[config.mk]
export PLATFORM = sky130hd
export DESIGN_NAME = pcw_ctrl
export DESIGN_NICKNAME = d
export VERILOG_FILES = /design/src/pcw_pkg.sv /design/src/pcw_chan.sv /design/src/pcw_ctrl.sv
export VERILOG_INCLUDE_DIRS = /design/src /design/src/src
export SDC_FILE = /design/constraint.sdc
export NUM_CORES = 1
export LEC_CHECK = 0
export BUFFER_PORTS_ARGS = -buffer_cell sky130_fd_sc_hd__buf_4
export CELL_PAD_IN_SITES_DETAIL_PLACEMENT = 1
export CELL_PAD_IN_SITES_GLOBAL_PLACEMENT = 2
export CORE_AREA = 2 2 136 138
export CTS_CLUSTER_SIZE = 40
export DETAILED_ROUTE_END_ITERATION = 10
export DIE_AREA = 0 0 138 140
export MAX_ROUTING_LAYER = met4
export PLACE_DENSITY_LB_ADDON = 0.1
export SYNTH_ARGS = -nofsm -noshare
export SYNTH_HDL_FRONTEND = slang
export SYNTH_SLANG_ARGS = --single-unit
[constraint.sdc]
create_clock -name clock -period 7.4 [get_ports clock]
set_input_delay 1.48 -clock clock [delete_from_list [all_inputs] [get_ports clock]]
set_output_delay 1.48 -clock clock [all_outputs]
set_load 0.01 [all_outputs]
[src/pcw_map.svh]
// Bit positions, field widths and reset values of the channel control word
`ifndef PCW_MAP_SVH
`define PCW_MAP_SVH
`define PCW_WORD_W 29
`define PCW_DIR_BIT 28
`define PCW_SEL_HI 27
`define PCW_SEL_LO 24
`define PCW_REGSEL_HI 23
`define PCW_REGSEL_LO 22
`define PCW_ON_BIT 21
`define PCW_FORCE_HI 20
`define PCW_FORCE_LO 19
`define PCW_RSVD_BIT 18
`define PCW_RANGE_HI 17
`define PCW_RANGE_LO 15
`define PCW_MEAS_HI 14
`define PCW_MEAS_LO 13
`define PCW_FORCE_IN_BIT 12
`define PCW_SF_BIT 11
`define PCW_SS_BIT 10
`define PCW_CLAMP_BIT 9
`define PCW_CPOL_BIT 8
`define PCW_CMPVI_BIT 7
`define PCW_CLR_BIT 6
`define PCW_RST_RANGE 3'h3
`define PCW_RST_FORCE 2'h0
`define PCW_RST_MEAS 2'h0
`define PCW_NUM_CHAN 4
`endif

[src/pcw_pkg.sv]
// Types shared by the channel control word decoder
package pcw_pkg;
    typedef enum logic [1:0] {
        PCW_VFORCE_ICLAMP = 2'h0,
        PCW_IFORCE_VCLAMP = 2'h1,
        PCW_HIZ_V = 2'h2,
        PCW_HIZ_I = 2'h3
    } pcw_force_t;

    typedef enum logic [2:0] {
        PCW_R_5UA = 3'h0,
        PCW_R_20UA = 3'h1,
        PCW_R_200UA = 3'h2,
        PCW_R_2MA = 3'h3,
        PCW_R_EXT = 3'h4,
        PCW_R_BUF_OFF = 3'h5,
        PCW_R_BUF_ON = 3'h6,
        PCW_R_RSVD = 3'h7
    } pcw_range_t;

    // Stored per-channel settings
    typedef struct packed {
        logic channel_on;
        pcw_force_t force_mode;
        pcw_range_t range;
        logic [1:0] measure_sel;
        logic force_input_select;
        logic system_force_switch;
        logic system_sense_switch;
        logic clamp_on;
        logic clamp_polarity;
        logic compare_vi;
    } pcw_chan_cfg_t;

    // Derived analogue controls per channel
    typedef struct packed {
        logic output_switch_two;
        logic output_switch_five;
        logic voltage_forcing;
        logic current_clamp_active;
        logic voltage_clamp_active;
        logic level_preload;
    } pcw_chan_drive_t;

    typedef enum logic [1:0] {
        PCW_ST_IDLE = 2'b01,
        PCW_ST_READ = 2'b10
    } pcw_state_t;
endpackage

[src/pcw_chan.sv]
// One measurement channel: stored control settings and derived switch drives
`timescale 1ns/1ps
`include "pcw_map.svh"
module pcw_chan (
    // Clock and reset
    input wire logic clock,
    input wire logic rst,
    // Write request for this channel
    input wire logic wr_en,
    input wire logic clear_req,
    input wire pcw_pkg::pcw_chan_cfg_t wr_cfg,
    // State
    output pcw_pkg::pcw_chan_cfg_t cfg_ff,
    output pcw_pkg::pcw_chan_drive_t drive_ff
);
    import pcw_pkg::*;

    pcw_chan_cfg_t nxt_cfg;

    // Unselected channels hold every setting
    always_comb begin
        nxt_cfg = cfg_ff;
        if (wr_en) begin
            nxt_cfg = wr_cfg;
        end
    end

    // Settings register; a clear write stores its word like any write and holds level preload off for that one edge only
    always_ff @(posedge clock or posedge rst) begin
        if (rst) begin
            cfg_ff <= '{channel_on: 1'b0, force_mode: pcw_force_t'(`PCW_RST_FORCE),
                        range: pcw_range_t'(`PCW_RST_RANGE), measure_sel: `PCW_RST_MEAS,
                        default: 1'b0};
        end else begin
            cfg_ff <= nxt_cfg;
        end
    end

    // Switch drives are taken from the next settings, so they change on the same edge as the stored settings
    always_ff @(posedge clock or posedge rst) begin
        if (rst) begin
            drive_ff <= '{output_switch_two: 1'b1, default: 1'b0};
        end else begin
            // Disabled channel: switch two closed, five open, outputs high-Z
            drive_ff.output_switch_two <= ~nxt_cfg.channel_on;
            drive_ff.output_switch_five <= nxt_cfg.channel_on;
            drive_ff.voltage_forcing <= nxt_cfg.channel_on
                && nxt_cfg.force_mode == PCW_VFORCE_ICLAMP;
            // Current clamp only in voltage-force mode with clamp enabled, whether the channel is on or off
            drive_ff.current_clamp_active <= nxt_cfg.force_mode == PCW_VFORCE_ICLAMP
                && nxt_cfg.clamp_on;
            drive_ff.voltage_clamp_active <= nxt_cfg.force_mode == PCW_IFORCE_VCLAMP
                && nxt_cfg.clamp_on;
            // High-Z modes keep level converters loading new codes
            drive_ff.level_preload <= nxt_cfg.force_mode[1] && !clear_req;
        end
    end
endmodule

[src/pcw_ctrl.sv]
// Decoder of the per-channel control word for a quad measurement unit
`timescale 1ns/1ps
`include "pcw_map.svh"
module pcw_ctrl #(
    parameter int NUM_CHAN = `PCW_NUM_CHAN
) (
    // Clock and reset
    input wire logic clock,
    input wire logic rst,
    // Command word from the serial front end, same clock domain
    input wire logic word_valid,
    input wire logic [`PCW_WORD_W-1:0] word_data,
    // First-stage level codes arriving for each channel
    input wire logic [NUM_CHAN-1:0] first_stage_code_valid,
    // Readback request toward the serial front end
    output logic readback_start_ff,
    output logic [`PCW_WORD_W-1:0] readback_word_ff,
    output logic [NUM_CHAN-1:0] readback_chan_ff,
    // Per-channel state and drives
    output pcw_pkg::pcw_chan_cfg_t [NUM_CHAN-1:0] chan_cfg,
    output pcw_pkg::pcw_chan_drive_t [NUM_CHAN-1:0] chan_drive,
    output logic [NUM_CHAN-1:0] level_load_ff
);
    import pcw_pkg::*;

    logic regsel_hit;
    logic is_write;
    logic is_read;
    logic [NUM_CHAN-1:0] chan_select;
    pcw_chan_cfg_t word_cfg;
    pcw_state_t state_ff;
    pcw_state_t nxt_state;

    // Register select must be zero for the channel register
    assign regsel_hit = !word_data[`PCW_REGSEL_HI] && !word_data[`PCW_REGSEL_LO];
    assign is_write = word_valid && regsel_hit && !word_data[`PCW_DIR_BIT];
    assign is_read = word_valid && word_data[`PCW_DIR_BIT];
    // Select flags, channel 0 at the lowest bit
    assign chan_select = word_data[`PCW_SEL_LO +: NUM_CHAN];

    // Field extraction; bit 18 and bits 5:0 are not looked at, so junk there is harmless
    always_comb begin
        word_cfg.channel_on = word_data[`PCW_ON_BIT];
        word_cfg.force_mode = pcw_force_t'(word_data[`PCW_FORCE_HI:`PCW_FORCE_LO]);
        word_cfg.range = pcw_range_t'(word_data[`PCW_RANGE_HI:`PCW_RANGE_LO]);
        word_cfg.measure_sel = word_data[`PCW_MEAS_HI:`PCW_MEAS_LO];
        word_cfg.force_input_select = word_data[`PCW_FORCE_IN_BIT];
        word_cfg.system_force_switch = word_data[`PCW_SF_BIT];
        word_cfg.system_sense_switch = word_data[`PCW_SS_BIT];
        word_cfg.clamp_on = word_data[`PCW_CLAMP_BIT];
        word_cfg.clamp_polarity = word_data[`PCW_CPOL_BIT];
        word_cfg.compare_vi = word_data[`PCW_CMPVI_BIT];
    end

    // Per-channel storage; all selected channels update in the same cycle
    for (genvar c = 0; c < NUM_CHAN; c++) begin : g_chan
        pcw_chan u_chan (
            .clock(clock),
            .rst(rst),
            .wr_en(is_write && chan_select[c]),
            .clear_req(is_write && chan_select[c] && word_data[`PCW_CLR_BIT]),
            .wr_cfg(word_cfg),
            .cfg_ff(chan_cfg[c]),
            .drive_ff(chan_drive[c])
        );

        // Level codes pass through in any force mode, high-Z included
        always_ff @(posedge clock or posedge rst) begin
            if (rst) begin
                level_load_ff[c] <= 1'b0;
            end else begin
                level_load_ff[c] <= first_stage_code_valid[c];
            end
        end
    end

    // Readback sequencer: one pulse per read word
    always_comb begin
        case (state_ff)
            PCW_ST_IDLE: nxt_state = is_read ? PCW_ST_READ : PCW_ST_IDLE;
            PCW_ST_READ: nxt_state = is_read ? PCW_ST_READ : PCW_ST_IDLE;
            default: nxt_state = PCW_ST_IDLE;
        endcase
    end

    always_ff @(posedge clock or posedge rst) begin
        if (rst) begin
            state_ff <= PCW_ST_IDLE;
        end else begin
            state_ff <= nxt_state;
        end
    end

    // Readback handoff: the front end decodes the address bits itself
    always_ff @(posedge clock or posedge rst) begin
        if (rst) begin
            readback_start_ff <= 1'b0;
            readback_word_ff <= '0;
            readback_chan_ff <= '0;
        end else begin
            readback_start_ff <= is_read;
            if (is_read) begin
                readback_word_ff <= word_data;
                readback_chan_ff <= chan_select;
            end
        end
    end
endmodule

# Word-level counts from Yosys, hierarchy flattened
# Cells that the tools add are included.
# word_totals
regBits,114
output_inout_bits,118
word_cells,118
# op_classes
n_eq_ne,4
n_mux,4
n_bitwise,4
reduce_logical,39
# op_table
operator,count
2-to-1 mux 14 bit,4
logical AND 1 bit,28
"== test 2 x 1 -> 1 bit, second input constant",4
logical NOT 2 bit,4
logical NOT 1 bit,7
NOT 1 bit,4

# Logic depth before layout (Yosys ltp)
# Gate-level depths: netlist (run 1).
# depth
word_depth,8
ltp_mapped,4
ltp_nobuf,3

# By module
# Synthesis (run 1) repeated with hierarchy kept, for this count alone.
# hier_totals
hier_cells,261
hier_area_um2,4299.1
# by_module_without_submodules
module,n_inst,cells_each,area_each_um2
pcw_chan at g_chan[1].u_chan ...,3,45,719.4
pcw_ctrl,1,82,1428.9
pcw_chan at g_chan[0].u_chan,1,44,711.9

# Least setup slack after synthesis (run 1)
# Ideal clock, no wire load.
# synth_path
path_kind,input -> register
from,input word_data[28]
to,register g_chan[2].u_chan.cfg_ff[0] in the netlist's numbering
setup_ps,125
arrival_ps,2544
required_ps,7275
slack_ps,4731
cell_stages,4
n_path_buf,1
cell_sequence,nor4b_4 > nand2_2 > buf_6 > mux2_4
# synth_via
elab_chain_len,3
# synth_lines
item,line,text
start: declaration,pcw_ctrl.sv:12,"input wire logic [`PCW_WORD_W-1:0] word_data,"
logical NOT 1 bit,pcw_ctrl.sv:36,assign is_write = word_valid && regsel_hit && !word_data[`PCW_DIR_BIT];
logical AND 1 bit,pcw_ctrl.sv:36,
logical AND 1 bit,pcw_ctrl.sv:60,".wr_en(is_write && chan_select[c]),"
end signal: assignment,pcw_chan.sv:31,"cfg_ff <= '{channel_on: 1'b0, force_mode: pcw_force_t'(`PCW_RST_FORCE),"
end signal: assignment,pcw_chan.sv:35,cfg_ff <= nxt_cfg;
end: declaration,pcw_chan.sv:13,"output pcw_pkg::pcw_chan_cfg_t cfg_ff,"
# Every way passes these cells.
# A chain may end at the register's enable or synchronous reset.

==> flow_summary.toml, run 1 <==
[timing]
setup_tns_ps = 0
fmax_ghz = 0.365
period_needed_ps = 2740
drv_slew = 0
slew_headroom_pct = 41.7
post-route-period-util_pct = 37.0
finalHoldViolCount = 0
setup_slack_ps = 4660
worst_slew_pin_slew_ps = 871
setup_viol = 0
fin_skew_ps = 3.27
rsz0062_at_grt = "false"

[critical_path]
reg2reg_from = "g_chan[1].u_chan.cfg_ff[12]"
slowest_stage = "nand2_2"
arrival_ps = 2970
max_stage_delay_ps = 490
required_ps = 7630
reg2reg_slack_ps = 6240
start_kind = "input port"
critical_path_peak_fanout = 19
critPathKind = "in2reg"
r2r_end = "g_chan[1].u_chan.drive_ff[2]"
critPathCaptureType = "register"
critical_path.cell_chain = "buf_4 -> nor4b_4 -> nand2_2 -> mux2_2"
r2r_cells = 2

[die]
initial_utilization_pct = 23.7
core_mm2 = 0.0178
dieArea_mm2 = 0.0193
ios = 154
die_h_um = 140
rows = 49
die_w_um = 138

[clock_network]
clockBufferDepth = 2
root_buffer = "clkbuf_16"
clk_latency_ps = 340
cts.clk_slew.worst_paths_ps = 70
cts-htree-levels = 3
ctsResizeCount = 0
cts_tree = "yes"
cts_sinks = 110
postCtsHoldBufs = 0
postCtsSetupBuffers = 0
cts_buffers = 9

[logic_synthesis]
ys_warn_count = 0
async_reset_ff_share_pct = 100
synth_largest_area_cell = "dfrtp_1"
avgSynthCellArea_um2 = 16.3
synthAdderAreaFrac_pct = 0
yosysMostFrequentCell = "dfrtp_1"
synth.distinct_cells = 18
synth_top_family_by_area = "multiplexers"
synthFlopType = "dfrtp_1"
seq_area_frac_synth_pct = 65.6
syn_inst = 259
synth_compound_area_share_pct = 0
synth_top_cells_by_area = "dfrtp_1 58%, mux2_2 23%, dfstp_2 7.5%"
synthMuxAreaShare_pct = 27.5
synth-simple-area-share_pct = 3.91
syn-num-nets = 295
netlist.area_leader.share_pct = 58.1
synth_xor_area_share_pct = 0
synthTopCellsByCount = "98 x dfrtp_1, 86 x mux2_2, 16 x mux2i_1, 12 x dfstp_2, 9 x nand2_1"
synth-seq-cells = 110
syn_area_mm2 = 0.00422
synth_edf_count = 0

[placed_design]
hpwlAfterDp_um = 7630
dpl_cell_area_mm2 = 0.00555
io_buffer_count = 153
place_worst_setup_slack_ps = 4270
gp_congestion = 0.667

[grt]
grtUsageTotal_pct = 12.5
grt_pass1_wl_um = 17700
antenna_found_initial = 0
grt_pass1_vias = 2967
grt_start_max_net_pins = 66
grt.overflow.total = 0

[drt]
drc = 0
via_per_inst = 4.18
drt-pass1-iter-count = 3
drt_iter0_drc = 58
routed_wl_um = 11300
ant_nets = 0
vias = 2681
drt-wirelength-per-cell_um = 17.5

[worst_hold_path]
min_to = "readback_word_ff[28]"
hp-start = "readback_word_ff[28]"
min_path_type = "reg2reg"
hold_path_depth = 1

[pwr]
power.density_mw_per_mm2 = 293
cellLeakagePower_nw = 2.84
vdd_drop_max_mv = 0.105

[layout]
fill_cells = 1921
area_delta_synth_final_pct = 38.3
n_antenna_cell = 0
final_area_mm2 = 0.00583
multi_input_area_mm2 = 0.00133
final_nets = 444
seqCellArea_mm2 = 0.00277
layout-drive-gt1-share_pct = 67.3

[job]
max-cap-violations = 0

[outcome]
status = "complete, no violations"
==> layer usage <==
layer,track usage (%),routed length [µm]
met1,16.4,5340
met2,18.4,5150
met3,3.11,561
met4,5.16,199
met5,-,0
==> final cells by class <==
class	count	area share, %
Sequential cell	110	47.4
Clock buffer	13	4.63
Tap cell	229	4.91
Inverter	2	0.172
Timing Repair Buffer	154	19.8
Clock inverter	3	0.300
Multi-Input combinational cell	131	22.7
==> cell usage in the layout, fill, tap and decap left out <==
cell type,synthesis,final
dfrtp_1,98,98
inv_4,0,1
mux2_4,2,2
dfstp_2,12,12
mux2i_1,16,16
clkbuf_16,0,9
nand2_2,4,5
clkbuf_8,0,3
clkbuf_1,3,1
buf_4,8,154
clkinv_2,0,2
clkinvlp_4,0,1
nor2b_1,1,1
mux2_2,86,86
nand2b_1,1,1
inv_1,2,1
nand3b_1,5,5
nand2_1,9,8
nor2_1,4,4
or3b_2,2,2
nor4b_4,1,1
==> stage by stage <==
step           std cells  utilization, %  hold WS, ps  total power [mW]
2_1_floorplan        259               -          504              1.00
3_3_place_gp         626            31.2          456              1.25
3_5_place_dp         626            31.2          456              1.26
4_1_cts              642            32.8          484              1.75
5_1_grt              642            32.8          518              1.81
6_report             642            32.8          485              1.71
==> worst max-delay path by stage <==
stage / startpoint / to / slack, ps / cells after the start
global route: word_data[28] / g_chan[0].u_chan.cfg_ff[13] / 4560 / 4
CTS: word_data[28] / g_chan[0].u_chan.cfg_ff[1] / 4630 / 4
detailed placement: word_data[28] / g_chan[0].u_chan.cfg_ff[13] / 4270 / 4
global placement: word_data[28] / g_chan[0].u_chan.cfg_ff[13] / 4310 / 4
finish: word_data[28] / g_chan[0].u_chan.cfg_ff[13] / 4660 / 4
floorplan: rst / g_chan[0].u_chan.cfg_ff[0] / 3040 / 1
==> cell families after synthesis <==
kind of cell  Yosys count
buf+inv                18
flops                 110
mux                   104
simple gates           27
==> registers in the layout, indices dropped and copies added (netlist names) <==
name / cells
g_chan.u_chan.cfg_ff: 56
readback_start_ff: 1
level_load_ff: 4
readback_chan_ff: 3
readback_word_ff: 26
g_chan.u_chan.drive_ff: 20
==> critical path, delay by kind of cell <==
| family | cells | cell delay, ps |
|---|---|---|
| muxes | 1 | 440 |
| buffers and inverters | 1 | 130 |
| and+or+nand+nor | 2 | 910 |
==> power by group <==
group / switching, mW / leakage, nW / internal, mW
clock network: 0.216 / 0.142 / 0.255
logic: 0.179 / 1.38 / 0.250
registers: 0.0779 / 1.32 / 0.729
(Power assumes the default switching activity.)
==> run 2, diff against run 1 <==
clock period = 2.8 ns   (was 7.4 ns; I/O delays follow)
==> run 2 against run 1 <==
Worst hold slack got worse by 180 ps. Non-clock buffer count grew 2. Clock skew up 0.74 ps. Die area did not move. Critical path depth stayed put. Cell count increased by 0.31%. Flip-flop and latch count unchanged. Utilization up 0.25 points. Critical path type unchanged. Highest routed layer unchanged.
==> flow_summary.toml, run 2 (same netlist as run 1, synthesis figures left out) <==
[outcome]
status = "complete, no violations"

[critical_path]
start_kind = "input port"
required_ps = 3030
critPathKind = "in2reg"
reg2reg_slack_ps = 1650
critical_path_peak_fanout = 19
critical_path.cell_chain = "buf_4 -> nor4b_4 -> nand2_2 -> mux2_4"
max_stage_delay_ps = 450
critPathCaptureType = "register"
arrival_ps = 2010
slowest_stage = "nand2_2"

[layout]
regMostFlops = "g_chan.u_chan.cfg_ff"
area_delta_synth_final_pct = 39.4
largest_reg_flops = 56
final_cell_mix = "153 x buf_4, 98 x dfrtp_1, 86 x mux2_2, 16 x mux2i_1, 12 x dfstp_2"
final_nets = 446
n_antenna_cell = 0
finish.utilization_pct = 33.1
layout-drive-gt1-share_pct = 67.5
biggestRegsByFlops = "g_chan.u_chan.cfg_ff x56, readback_word_ff x26, g_chan.u_chan.drive_ff x20"
final_common_cell = "buf_4"

[drt]
drt-pass1-iter-count = 4
ant_nets = 0
via_per_inst = 4.16
vias = 2680
routed_wl_um = 11400
drt-wirelength-per-cell_um = 17.7
drt_iter0_drc = 56
drc = 0

[placed_design]
hpwlAfterDp_um = 7950
io_buffer_count = 153
gp_congestion = 0.658

[grt]
grt_pass1_vias = 3087
grt_pass1_wl_um = 18200
grt_start_max_net_pins = 69
grt.overflow.total = 0
antenna_found_initial = 0
grtUsageTotal_pct = 12.7

[die]
initial_utilization_pct = 23.7
die_h_um = 140
die_w_um = 138
core_mm2 = 0.0178
rows = 49
ios = 154
dieArea_mm2 = 0.0193

[pwr]
cellLeakagePower_nw = 2.86
vdd_drop_max_mv = 0.265
power.density_mw_per_mm2 = 765

[clock_network]
cts.clk_slew.worst_paths_ps = 70
cts_buffers = 9
cts_sinks = 110
postCtsHoldBufs = 0
postCtsSetupBuffers = 0
ctsResizeCount = 0
cts-htree-levels = 3
clockBufferDepth = 2
clk_latency_ps = 340
root_buffer = "clkbuf_16"
cts_tree = "yes"

[job]
max-cap-violations = 0

[timing]
post-route-period-util_pct = 63.5
setup_viol = 0
fin_skew_ps = 4.01
fmax_ghz = 0.562
slew_headroom_pct = 58.7
finalHoldViolCount = 0
period_needed_ps = 1780
worst_slew_pin_slew_ps = 618
drv_slew = 0
rsz0062_at_grt = "false"
setup_tns_ps = 0

[worst_hold_path]
min_path_type = "in2async"
## run 2: worst paths after layout
| path | startpoint | endpoint | depth (start not counted) |
|---|---|---|---|
| hold reg to reg | readback_word_ff[28] | readback_word_ff[28] | 1 |
| setup / recovery | word_data[28] | g_chan[3].u_chan.cfg_ff[3] | 4 |
| setup reg to reg | g_chan[1].u_chan.cfg_ff[12] | g_chan[1].u_chan.drive_ff[3] | 2 |
| hold / removal | rst | g_chan[1].u_chan.cfg_ff[10] | 3 |
| min in group clock | first_stage_code_valid[0] | level_load_ff[0] | 1 |
| max in group asynchronous | rst | g_chan[1].u_chan.drive_ff[5] | 3 |
## run 2: final cells by class
type                       count  area [µm²]
inverter                       2        11.3
timing repair buffer         156        1210
clock inverter                 4        22.5
sequential                   110        2770
fill                        1906       11900
multi-input combinational    131        1330
tap                          229         287
clock buffer                  12         256
## run 2: metal layers
layer / global-route usage, % / share of wire, % / vias to the layer above
met2: 20.0 / 48 / 97
met1: 15.9 / 45 / 1373
met5: - / 0 / -
met3: 3.15 / 6.0 / 9
li1: - / - / 1201
met4: 4.51 / 1.4 / 0
## run 2: report_power, final
| group | leakage (nW) | switching, mW | internal, mW | total, mW |
|---|---|---|---|---|
| clock network | 0.138 | 0.574 | 0.649 | 1.22 |
| registers | 1.32 | 0.199 | 1.93 | 2.12 |
| logic | 1.40 | 0.484 | 0.669 | 1.15 |
## run 2: through the flow
stage	worst slack (ps)	cells	instance area (µm²)	hold slack, ps	total power, mW
6_report	1020	644	5880	307	4.50
3_3_place_gp	620	628	5600	457	3.33
4_1_cts	935	644	5880	304	4.61
3_5_place_dp	570	628	5600	459	3.35
5_1_grt	889	644	5880	308	4.78
2_1_floorplan	920	259	4220	504	2.64
## run 2: critical path, delay by kind of cell
family / cells / cell delay [ps]
and+or+nand+nor: 2 / 860
buffers and inverters: 1 / 130
muxes: 1 / 430
